### src/shared/tcc_pkg.sv
// shared constants, types and helpers of the timer capture/compare block
package tcc_pkg;

	// ==================== bus and register map
	localparam int ADDR_W = 8;
	localparam int DATA_W = 32;
	localparam logic [ADDR_W-1:0] OFS_CTRL       = 8'h00;
	localparam logic [ADDR_W-1:0] OFS_TIMER      = 8'h04;
	localparam logic [ADDR_W-1:0] OFS_SET_CMP    = 8'h08;
	localparam logic [ADDR_W-1:0] OFS_RESET_CMP  = 8'h0C;
	localparam logic [ADDR_W-1:0] OFS_SET_EN     = 8'h10;
	localparam logic [ADDR_W-1:0] OFS_RESET_EN   = 8'h14;
	localparam logic [ADDR_W-1:0] OFS_CAPTURE    = 8'h18;
	localparam logic [ADDR_W-1:0] OFS_IRQ_STATUS = 8'h1C;
	localparam logic [ADDR_W-1:0] OFS_IRQ_CLEAR  = 8'h20;
	localparam logic [ADDR_W-1:0] OFS_IRQ_ENABLE = 8'h24;
	localparam logic [ADDR_W-1:0] OFS_OUTPUTS    = 8'h28;
	localparam logic [1:0] RESP_OKAY   = 2'h0;
	localparam logic [1:0] RESP_SLVERR = 2'h2;

	// ==================== field layout
	localparam int NUM_OUT       = 4;
	localparam int CTRL_PRE_LSB  = 0;
	localparam int CTRL_RUN_BIT  = 2;
	localparam int CTRL_RISE_BIT = 3;
	localparam int CTRL_FALL_BIT = 4;
	localparam int CTRL_W        = 5;
	localparam logic [CTRL_W-1:0] CTRL_RESET = 5'h0C;
	localparam int IRQ_CAPTURE   = 0;
	localparam int IRQ_SET_MATCH = 1;
	localparam int IRQ_RST_MATCH = 2;
	localparam int IRQ_OVERFLOW  = 3;
	localparam int IRQ_W         = 4;

	// ==================== timing
	localparam int CLK_MHZ     = 100;
	localparam int TICK_NS     = 1000;
	localparam int CLK_PER_NS  = 1000 / CLK_MHZ;
	localparam int TICK_CYC    = TICK_NS / CLK_PER_NS;
	localparam int PRE_W       = 10;

	typedef enum logic [1:0] {
		TCC_DIV1,
		TCC_DIV2,
		TCC_DIV4,
		TCC_DIV8
	} tcc_div_e;

	typedef struct packed {
		logic              valid;
		logic [ADDR_W-1:0] addr;
		logic [DATA_W-1:0] data;
		logic [3:0]        strb;
	} tcc_wcmd_s;

	typedef struct packed {
		logic [15:0] count;
		logic        stepped;
		logic        wrapped;
	} tcc_time_s;

	function automatic logic tcc_reg_known(input logic [ADDR_W-1:0] a, input logic is_write);
		logic ok;
		ok = (a[1:0] == 2'h0) && (a <= OFS_OUTPUTS);
		if (!is_write && a == OFS_IRQ_CLEAR) begin
			ok = 1'b1;
		end
		return ok;
	endfunction

	function automatic logic [DATA_W-1:0] tcc_merge(input logic [DATA_W-1:0] old_v,
		input logic [DATA_W-1:0] new_v, input logic [3:0] strb);
		logic [DATA_W-1:0] r;
		r = old_v;
		for (int i = 0; i < 4; i++) begin
			if (strb[i]) begin
				r[i*8 +: 8] = new_v[i*8 +: 8];
			end
		end
		return r;
	endfunction

endpackage

### src/design/tcc_timebase.sv
// prescaler and free running 16-bit timer
`timescale 1ns/1ps
module tcc_timebase (
	input  wire logic             mclk,
	input  wire logic             rst,
	input  wire logic             ce,
	input  wire logic             run,
	input  wire tcc_pkg::tcc_div_e div,
	input  wire logic             pre_restart,
	output tcc_pkg::tcc_time_s    tm
);
	import tcc_pkg::*;

	logic [PRE_W-1:0] pre_cnt;
	logic [PRE_W-1:0] next_pre_cnt;
	tcc_time_s        next_tm;
	logic [PRE_W-1:0] pre_last;

	// ==================== prescaler and counter
	always_comb begin
		pre_last = PRE_W'((TICK_CYC << div) - 1);
		next_pre_cnt = pre_cnt;
		next_tm = tm;
		next_tm.stepped = 1'b0;
		next_tm.wrapped = 1'b0;
		if (pre_restart) begin
			next_pre_cnt = '0;
		end else if (run) begin
			if (pre_cnt >= pre_last) begin
				next_pre_cnt = '0;
				next_tm.count = tm.count + 16'h0001;
				next_tm.stepped = 1'b1;
				next_tm.wrapped = (tm.count == 16'hFFFF);
			end else begin
				next_pre_cnt = pre_cnt + PRE_W'(1);
			end
		end
	end

	always_ff @(posedge mclk) begin
		if (rst) begin
			pre_cnt <= '0;
			tm <= '0;
		end else if (ce) begin
			pre_cnt <= next_pre_cnt;
			tm <= next_tm;
		end
	end
endmodule

### src/design/tcc_axil.sv
// axi4-lite slave front end, one write and one read at a time
`timescale 1ns/1ps
module tcc_axil (
	input  wire logic                      mclk,
	input  wire logic                      rst,
	input  wire logic                      ce,
	input  wire logic [tcc_pkg::ADDR_W-1:0] s_axil_awaddr,
	input  wire logic                      s_axil_awvalid,
	output logic                           s_axil_awready,
	input  wire logic [tcc_pkg::DATA_W-1:0] s_axil_wdata,
	input  wire logic [3:0]                s_axil_wstrb,
	input  wire logic                      s_axil_wvalid,
	output logic                           s_axil_wready,
	output logic [1:0]                     s_axil_bresp,
	output logic                           s_axil_bvalid,
	input  wire logic                      s_axil_bready,
	input  wire logic [tcc_pkg::ADDR_W-1:0] s_axil_araddr,
	input  wire logic                      s_axil_arvalid,
	output logic                           s_axil_arready,
	output logic [tcc_pkg::DATA_W-1:0]     s_axil_rdata,
	output logic [1:0]                     s_axil_rresp,
	output logic                           s_axil_rvalid,
	input  wire logic                      s_axil_rready,
	input  wire logic [tcc_pkg::DATA_W-1:0] rd_data,
	output tcc_pkg::tcc_wcmd_s             wcmd
);
	import tcc_pkg::*;

	logic              aw_held, w_held;
	logic [ADDR_W-1:0] aw_q;
	tcc_wcmd_s         next_wcmd;
	logic              next_aw_held, next_w_held, next_awready, next_wready, next_bvalid, next_arready;
	logic              next_rvalid;
	logic [ADDR_W-1:0] next_aw_q;
	logic [DATA_W-1:0] next_rdata;
	logic [1:0]        next_bresp, next_rresp;
	logic              do_write;

	// ==================== channel control
	always_comb begin
		do_write = aw_held && w_held && !s_axil_bvalid;
		next_aw_held = aw_held ? !do_write : (s_axil_awvalid && s_axil_awready);
		next_w_held = w_held ? !do_write : (s_axil_wvalid && s_axil_wready);
		next_aw_q = (s_axil_awvalid && s_axil_awready) ? s_axil_awaddr : aw_q;
		next_wcmd = wcmd;
		next_wcmd.valid = do_write;
		if (s_axil_wvalid && s_axil_wready) begin
			next_wcmd.data = s_axil_wdata;
			next_wcmd.strb = s_axil_wstrb;
		end
		if (do_write) begin
			next_wcmd.addr = aw_q;
		end
		next_bvalid = s_axil_bvalid ? !s_axil_bready : do_write;
		next_bresp = do_write ? (tcc_reg_known(aw_q, 1'b1) ? RESP_OKAY : RESP_SLVERR) : s_axil_bresp;
		next_awready = !next_aw_held && !next_bvalid;
		next_wready = !next_w_held && !next_bvalid;
		next_rvalid = s_axil_rvalid ? !s_axil_rready : (s_axil_arvalid && s_axil_arready);
		next_arready = !next_rvalid;
		next_rdata = s_axil_rdata;
		next_rresp = s_axil_rresp;
		if (s_axil_arvalid && s_axil_arready) begin
			next_rdata = rd_data;
			next_rresp = tcc_reg_known(s_axil_araddr, 1'b0) ? RESP_OKAY : RESP_SLVERR;
		end
	end

	always_ff @(posedge mclk) begin
		if (rst) begin
			aw_held <= 1'b0;
			w_held <= 1'b0;
			aw_q <= '0;
			wcmd <= '0;
			s_axil_awready <= 1'b1;
			s_axil_wready <= 1'b1;
			s_axil_bvalid <= 1'b0;
			s_axil_bresp <= RESP_OKAY;
			s_axil_arready <= 1'b1;
			s_axil_rvalid <= 1'b0;
			s_axil_rdata <= '0;
			s_axil_rresp <= RESP_OKAY;
		end else if (ce) begin
			aw_held <= next_aw_held;
			w_held <= next_w_held;
			aw_q <= next_aw_q;
			wcmd <= next_wcmd;
			s_axil_awready <= next_awready;
			s_axil_wready <= next_wready;
			s_axil_bvalid <= next_bvalid;
			s_axil_bresp <= next_bresp;
			s_axil_arready <= next_arready;
			s_axil_rvalid <= next_rvalid;
			s_axil_rdata <= next_rdata;
			s_axil_rresp <= next_rresp;
		end
	end
endmodule

### src/design/tcc_top.sv
// timer capture/compare block with four set-reset outputs and axi4-lite registers
//
// Overview of operation
// - finest tick is one microsecond
// - 16-bit span over 65 ms, prescale lengthens
// - capture edge latches timer value
// - capture sets flag, enabled flag interrupts
// - reset match sets flag, may interrupt
// - reset enable bit gates reset match
// - disabled reset bit leaves output unchanged
// - set enable arms output for set match
// - cleared set enable keeps output level
// - set match flag sticks until software clears
// - new set compare used for later matches
// - set and reset paths independent per output
// - set compare equality gives one-shot pulse
// - reset compare equality gives one-shot pulse
// - capture copied in the same cycle
`timescale 1ns/1ps
module tcc_top (
	input  wire logic                       mclk,
	input  wire logic                       rst,
	input  wire logic                       ce,
	input  wire logic [tcc_pkg::ADDR_W-1:0] s_axil_awaddr,
	input  wire logic                       s_axil_awvalid,
	output logic                            s_axil_awready,
	input  wire logic [tcc_pkg::DATA_W-1:0] s_axil_wdata,
	input  wire logic [3:0]                 s_axil_wstrb,
	input  wire logic                       s_axil_wvalid,
	output logic                            s_axil_wready,
	output logic [1:0]                      s_axil_bresp,
	output logic                            s_axil_bvalid,
	input  wire logic                       s_axil_bready,
	input  wire logic [tcc_pkg::ADDR_W-1:0] s_axil_araddr,
	input  wire logic                       s_axil_arvalid,
	output logic                            s_axil_arready,
	output logic [tcc_pkg::DATA_W-1:0]      s_axil_rdata,
	output logic [1:0]                      s_axil_rresp,
	output logic                            s_axil_rvalid,
	input  wire logic                       s_axil_rready,
	input  wire logic                       crank_capture_input,
	output logic [tcc_pkg::NUM_OUT-1:0]     setreset_outputs,
	output logic                            irq
);
	import tcc_pkg::*;

	// ==================== declarations
	tcc_wcmd_s          wcmd;
	tcc_time_s          tm;
	logic [DATA_W-1:0]  rd_data;

	logic [CTRL_W-1:0]  ctrl;
	logic [15:0]        set_compare_value;
	logic [15:0]        reset_compare_value;
	logic [NUM_OUT-1:0] set_enable_bits;
	logic [NUM_OUT-1:0] reset_enable_bits;
	logic [15:0]        capture_value_zero;
	logic [IRQ_W-1:0]   timer_irq_flags;
	logic [IRQ_W-1:0]   irq_enable;
	logic               pre_restart;

	logic [CTRL_W-1:0]  next_ctrl;
	logic [15:0]        next_set_compare_value;
	logic [15:0]        next_reset_compare_value;
	logic [NUM_OUT-1:0] next_set_enable_bits;
	logic [NUM_OUT-1:0] next_reset_enable_bits;
	logic [15:0]        next_capture_value_zero;
	logic [IRQ_W-1:0]   next_timer_irq_flags;
	logic [IRQ_W-1:0]   next_irq_enable;
	logic               next_pre_restart;
	logic [NUM_OUT-1:0] next_setreset_outputs;
	logic               next_irq;

	logic               cap_meta, cap_sync, cap_last;
	logic               next_cap_meta, next_cap_sync, next_cap_last;
	logic               cap_edge;
	logic               set_pulse, reset_pulse;
	logic [IRQ_W-1:0]   irq_events;
	logic [IRQ_W-1:0]   irq_clear;

	// ==================== bus slave
	tcc_axil u_axil (
		.mclk           (mclk),
		.rst            (rst),
		.ce             (ce),
		.s_axil_awaddr  (s_axil_awaddr),
		.s_axil_awvalid (s_axil_awvalid),
		.s_axil_awready (s_axil_awready),
		.s_axil_wdata   (s_axil_wdata),
		.s_axil_wstrb   (s_axil_wstrb),
		.s_axil_wvalid  (s_axil_wvalid),
		.s_axil_wready  (s_axil_wready),
		.s_axil_bresp   (s_axil_bresp),
		.s_axil_bvalid  (s_axil_bvalid),
		.s_axil_bready  (s_axil_bready),
		.s_axil_araddr  (s_axil_araddr),
		.s_axil_arvalid (s_axil_arvalid),
		.s_axil_arready (s_axil_arready),
		.s_axil_rdata   (s_axil_rdata),
		.s_axil_rresp   (s_axil_rresp),
		.s_axil_rvalid  (s_axil_rvalid),
		.s_axil_rready  (s_axil_rready),
		.rd_data        (rd_data),
		.wcmd           (wcmd)
	);

	// ==================== time base
	tcc_timebase u_timebase (
		.mclk        (mclk),
		.rst         (rst),
		.ce          (ce),
		.run         (ctrl[CTRL_RUN_BIT]),
		.div         (tcc_div_e'(ctrl[CTRL_PRE_LSB +: 2])),
		.pre_restart (pre_restart),
		.tm          (tm)
	);

	// ==================== capture input
	// the first stage feeds only the second; edges are seen on the later pair
	always_comb begin
		next_cap_meta = crank_capture_input;
		next_cap_sync = cap_meta;
		next_cap_last = cap_sync;
		cap_edge = (ctrl[CTRL_RISE_BIT] && cap_sync && !cap_last)
			|| (ctrl[CTRL_FALL_BIT] && !cap_sync && cap_last);
		next_capture_value_zero = cap_edge ? tm.count : capture_value_zero;
	end

	always_ff @(posedge mclk) begin
		if (rst) begin
			cap_meta <= 1'b0;
			cap_sync <= 1'b0;
			cap_last <= 1'b0;
			capture_value_zero <= '0;
		end else if (ce) begin
			cap_meta <= next_cap_meta;
			cap_sync <= next_cap_sync;
			cap_last <= next_cap_last;
			capture_value_zero <= next_capture_value_zero;
		end
	end

	// ==================== compare and outputs
	// matches fire only on the cycle the timer steps onto the value, so a
	// compare written equal to a held count waits for the next pass
	always_comb begin
		set_pulse = tm.stepped && (tm.count == set_compare_value);
		reset_pulse = tm.stepped && (tm.count == reset_compare_value);
		next_setreset_outputs = setreset_outputs;
		for (int i = 0; i < NUM_OUT; i++) begin
			if (set_pulse && set_enable_bits[i]) begin
				next_setreset_outputs[i] = 1'b1;
			end
			if (reset_pulse && reset_enable_bits[i]) begin
				next_setreset_outputs[i] = 1'b0;
			end
		end
	end

	always_ff @(posedge mclk) begin
		if (rst) begin
			setreset_outputs <= '0;
		end else if (ce) begin
			setreset_outputs <= next_setreset_outputs;
		end
	end

	// ==================== registers and interrupt flags
	always_comb begin
		next_ctrl = ctrl;
		next_set_compare_value = set_compare_value;
		next_reset_compare_value = reset_compare_value;
		next_set_enable_bits = set_enable_bits;
		next_reset_enable_bits = reset_enable_bits;
		next_irq_enable = irq_enable;
		next_pre_restart = 1'b0;
		irq_clear = '0;
		if (wcmd.valid) begin
			case (wcmd.addr)
				OFS_CTRL: begin
					next_ctrl = CTRL_W'(tcc_merge(DATA_W'(ctrl), wcmd.data, wcmd.strb));
					// any prescale or run change restarts the divider
					next_pre_restart = 1'b1;
				end
				OFS_SET_CMP: begin
					next_set_compare_value = 16'(tcc_merge(DATA_W'(set_compare_value), wcmd.data, wcmd.strb));
				end
				OFS_RESET_CMP: begin
					next_reset_compare_value = 16'(tcc_merge(DATA_W'(reset_compare_value), wcmd.data, wcmd.strb));
				end
				OFS_SET_EN: begin
					next_set_enable_bits = NUM_OUT'(tcc_merge(DATA_W'(set_enable_bits), wcmd.data, wcmd.strb));
				end
				OFS_RESET_EN: begin
					next_reset_enable_bits = NUM_OUT'(tcc_merge(DATA_W'(reset_enable_bits), wcmd.data, wcmd.strb));
				end
				OFS_IRQ_CLEAR: begin
					irq_clear = IRQ_W'(tcc_merge('0, wcmd.data, wcmd.strb));
				end
				OFS_IRQ_ENABLE: begin
					next_irq_enable = IRQ_W'(tcc_merge(DATA_W'(irq_enable), wcmd.data, wcmd.strb));
				end
				default: begin
				end
			endcase
		end
		irq_events = '0;
		irq_events[IRQ_CAPTURE] = cap_edge;
		irq_events[IRQ_SET_MATCH] = set_pulse;
		irq_events[IRQ_RST_MATCH] = reset_pulse;
		irq_events[IRQ_OVERFLOW] = tm.wrapped;
		// a new event in the clearing cycle survives the clear
		next_timer_irq_flags = (timer_irq_flags & ~irq_clear) | irq_events;
		next_irq = |(next_timer_irq_flags & next_irq_enable);
	end

	always_ff @(posedge mclk) begin
		if (rst) begin
			ctrl <= CTRL_RESET;
			set_compare_value <= '0;
			reset_compare_value <= '0;
			set_enable_bits <= '0;
			reset_enable_bits <= '0;
			timer_irq_flags <= '0;
			irq_enable <= '0;
			pre_restart <= 1'b0;
			irq <= 1'b0;
		end else if (ce) begin
			ctrl <= next_ctrl;
			set_compare_value <= next_set_compare_value;
			reset_compare_value <= next_reset_compare_value;
			set_enable_bits <= next_set_enable_bits;
			reset_enable_bits <= next_reset_enable_bits;
			timer_irq_flags <= next_timer_irq_flags;
			irq_enable <= next_irq_enable;
			pre_restart <= next_pre_restart;
			irq <= next_irq;
		end
	end

	// ==================== read mux
	always_comb begin
		rd_data = '0;
		case (s_axil_araddr)
			OFS_CTRL:       rd_data = DATA_W'(ctrl);
			OFS_TIMER:      rd_data = DATA_W'(tm.count);
			OFS_SET_CMP:    rd_data = DATA_W'(set_compare_value);
			OFS_RESET_CMP:  rd_data = DATA_W'(reset_compare_value);
			OFS_SET_EN:     rd_data = DATA_W'(set_enable_bits);
			OFS_RESET_EN:   rd_data = DATA_W'(reset_enable_bits);
			OFS_CAPTURE:    rd_data = DATA_W'(capture_value_zero);
			OFS_IRQ_STATUS: rd_data = DATA_W'(timer_irq_flags);
			OFS_IRQ_ENABLE: rd_data = DATA_W'(irq_enable);
			OFS_OUTPUTS:    rd_data = DATA_W'(setreset_outputs);
			default:        rd_data = '0;
		endcase
	end
endmodule

### config.mk
export PLATFORM = sky130hd
export DESIGN_NAME = tcc_top
export DESIGN_NICKNAME = d
export VERILOG_FILES = /design/src/shared/tcc_pkg.sv /design/src/design/tcc_timebase.sv /design/src/design/tcc_axil.sv /design/src/design/tcc_top.sv
export SDC_FILE = /design/constraint.sdc
export NUM_CORES = 1
export LEC_CHECK = 0
export BUFFER_PORTS_ARGS = -buffer_cell sky130_fd_sc_hd__buf_2
export CORE_ASPECT_RATIO = 0.9
export CORE_MARGIN = 5
export CORE_UTILIZATION = 38
export CTS_CLUSTER_SIZE = 20
export DETAILED_ROUTE_END_ITERATION = 8
export PLACE_DENSITY = 0.56
export RECOVER_POWER = 25
export SLEW_MARGIN = 5
export SYNTH_ARGS = -nofsm -noshare
export SYNTH_HDL_FRONTEND = slang
export SYNTH_SLANG_ARGS = --single-unit
export TNS_END_PERCENT = 1
### constraint.sdc
create_clock -name mclk -period 2.99 [get_ports mclk]
set_clock_uncertainty 0.1 [all_clocks]
set_input_delay 0.1495 -clock mclk [delete_from_list [all_inputs] [get_ports mclk]]
set_output_delay 0.1495 -clock mclk [all_outputs]
set_load 0.05 [all_outputs]
==> results.md <==
- Status: finished, final reports clean
- Fin nets: 1103
- Placement Setup Slack: 430.6 ps
- Chip Width: 163.8 microns
- Most numerous cell in the Yosys netlist: dfxtp_1
- Syn Area/Cell: 8.519 sq um
- CTS Buf Count: 17
- CP Cell Sequence: inv_1 > ha_1 > inv_1 > ha_1 > a21o_1 > a21o_1 > a21o_1 > a32oi_1 > buf_4 > or4_1 > a21oi_1
- Gpl congestion: 0.8262
- Dpl hpwl: 16.01 mm
- Area grow syn2layout: 17.41%
- Htree depth: 4
- Most frequent cell on the critical path: a21o_1
- Asr flop ratio synth: 0
- Synth Instances: 950
- Area share of the largest cell type after synthesis: 0.4106
- HP Class: in -> reg
- Wirelength per Cell: 16.56 microns
- Total number of vias: 6916
- Clk slew on worst S/H paths: 70 ps
- CTS tree: yes
- Most frequent cells after synthesis: dfxtp_1, nand2_1, nor2_1, a21oi_1, mux2i_1
- # rows: 50
- # setup viols final: 0
- Fin worst setup slack: 363.0 ps
- Main area contributors after synthesis: dfxtp_1, mux2i_1, nand2_1
- Min-delay src: s_axil_awvalid
- Mapped cell area: 8093 sq um
- CP max stage delay: 470 ps
- Tmin final: 2627 ps
- CP Launch Type: register
- Reg2Reg Depth: 11
- Slew Limit Headroom: 0.07298
- GRT overflow: 0
- Antenna violations before repair: 0
- Initial Util: 0.3873
- Port bufs: 70
- Signal arrival time at the worst endpoint: 2880 ps
- # Post-CTS Setup Buffers: 0
- Flops & latches, synth: 166
- FF-to-FF End: u_timebase.tm[16]
- Yosys warns: 0
- Total power: 4.755 mW
- Antenna diodes: 0
- Delay-heaviest family, CP: compound AO/OA/AOI/OAI gates
- Req. time, crit path: 3240 ps
- Longest Clk Path Bufs: 2
- Vias in the first global route: 6410
- Die Y: 148.4 microns
- Antenna-violating nets left: 0
- Num ports: 107
- Power Dens Cells: 500.4 nW/um^2
- R2r startpoint: ctrl[0]
- Drt total wl: 22.00 mm
- Overall Global Routing Usage: 0.1838
- Largest net degree at the start of global routing: 59
- CP Capture Type: register
- Max-Cap Viols: 0
- Max Fclk: 0.3807 GHz
- Utilization after layout: 0.4547
- TritonCTS Sinks: 166
- VDD IR max: 358.3 uV
- Kind of critical path: reg -> reg
- Slew Limit Fails: 0
- Hold depth: 3
- Die area: 24320 sq um
- WHS Endpoint: u_axil.s_axil_awready
- Synth unique cells: 63
- Mean number of vias per cell: 5.208
- Crit path buf inv count: 3
- Post-synth EDFFs: 0
- Final hold violation count: 0
- Worst-Margin Slew: 1391 ps
- Main synth FF type: dfxtp_1
- Final Cycle Share: 0.8786
- DR iter-0 viols: 448
- Unrepaired setup endpoints after global routing: false
- Leakage dissipation: 3.783 nW
- Sum of negative setup slack: 0 ps
- Post-synthesis sequential area ratio: 0.4106
- Synth area leader: dfxtp_1
- First-pass GRT wire length: 35.37 mm
- DRC: 0
- CP max-delay cell: or4_1
- Post-cts resize count: 0
- Core Box Area: 20900 sq um
- Root Buffer: clkbuf_16
- Fill cell count: 2143
- Reg2Reg Setup Slack: 360 ps
- CP max FO: 15
- Worst-skew pair later-pin latency: 430 ps
- DRT Pass-1 Iters: 5
- Fraction of layout cells with a size suffix above 1: 0.1276
- Hold_buf cts: 29
-- worst max path at each step --
stage                     depth (start not counted)  startpoint  slack, ps                 to
after detailed placement                         11     ctrl[1]        430  u_timebase.tm[16]
after floorplan                                  11     ctrl[1]        550   u_timebase.tm[4]
after CTS                                        11     ctrl[1]        390  u_timebase.tm[16]
final                                            11     ctrl[0]        360  u_timebase.tm[16]
after global placement                           11     ctrl[1]        450  u_timebase.tm[16]
after global routing                             11     ctrl[1]        210  u_timebase.tm[16]
-- routing by layer --
layer / up-vias / global-route usage / wire length, microns
li1: 3476 / - / -
met1: 3272 / 0.2744 / 11260
met2: 146 / 0.2725 / 9599
met3: 22 / 0.03353 / 844
met4: 0 / 0.04780 / 288
met5: - / 0 / 0
-- cell usage in the layout, fill, tap and decap left out, drive strengths merged, types with 6 or more instances in the layout --
cell type,n
dlygate4sd3,29
a21o,6
inv,24
buf,71
a22oi,27
nand3,21
o22ai,10
nor2,107
o21ai,29
ha,13
a21oi,84
a211oi,9
conb,18
or3,8
o31ai,7
and3,8
a22o,8
nor4,11
nand2,126
nor2b,7
mux2,8
xor2,21
and2,6
nand4,16
clkbuf,44
dfxtp,166
and4,7
xnor2,19
mux2i,69
-- registers in the layout, indices dropped and copies added (netlist names), 5 cells and up --
name                 flops
capture_value_zero      16
ctrl                     5
reset_compare_value     16
set_compare_value       16
u_axil.aw_q              8
u_axil.s_axil_rdata     16
u_axil.wcmd             27
u_timebase.pre_cnt      10
u_timebase.tm           18
-- cells by family (layout without fill, tap and decap cells) --
kind of cell | after synthesis | after routing | share of synthesized area
mux | 79 | 79 | 0.1020
xor+xnor | 40 | 40 | 0.04329
fa+ha+maj | 13 | 13 | 0.02010
flops | 166 | 166 | 0.4106
other cells | 1 | 18 | 0.0004634
compound gates | 207 | 207 | 0.1596
buf+inv | 100 | 175 | 0.05891
simple gates | 344 | 344 | 0.2050
-- layout make-up --
| cell class | count | area [sq um] | share of cell area |
|---|---|---|---|
| Tap cell | 286 | 357.8 | 0.03766 |
| Timing Repair Buffer | 126 | 819.5 | 0.08625 |
| Sequential cell | 166 | 3323 | 0.3498 |
| Multi-Input combinational cell | 701 | 4369 | 0.4598 |
| Clock inverter | 14 | 138.9 | 0.01462 |
| Inverter | 17 | 63.81 | 0.006716 |
| Clock buffer | 18 | 429.2 | 0.04517 |
-- through the flow --
step / area (sq um) / instances / hold slack (ps)
2_1_floorplan: 8157 / 967 / 167.2
3_3_place_gp: 8682 / 1267 / 269.7
3_5_place_dp: 8682 / 1267 / 281.4
4_1_cts: 9540 / 1328 / 19.92
5_1_grt: 9502 / 1328 / 42.01
6_report: 9502 / 1328 / 43.43
-- worst reg2reg max path: stages (launching register included) --
cell	delay [ps]
dfxtp_1	420
inv_1	90
ha_1	280
inv_1	40
ha_1	280
a21o_1	110
a21o_1	110
a21o_1	180
a32oi_1	120
buf_4	190
or4_1	470
a21oi_1	160
-- where the power goes --
part	switching (mW)	internal, mW	leakage (nW)
logic	0.228	0.109	2.16
registers	0.0310	2.24	1.34
clock network	0.974	1.17	0.281
total	1.23	3.52	3.78
Power figures use the tool's default switching activity.
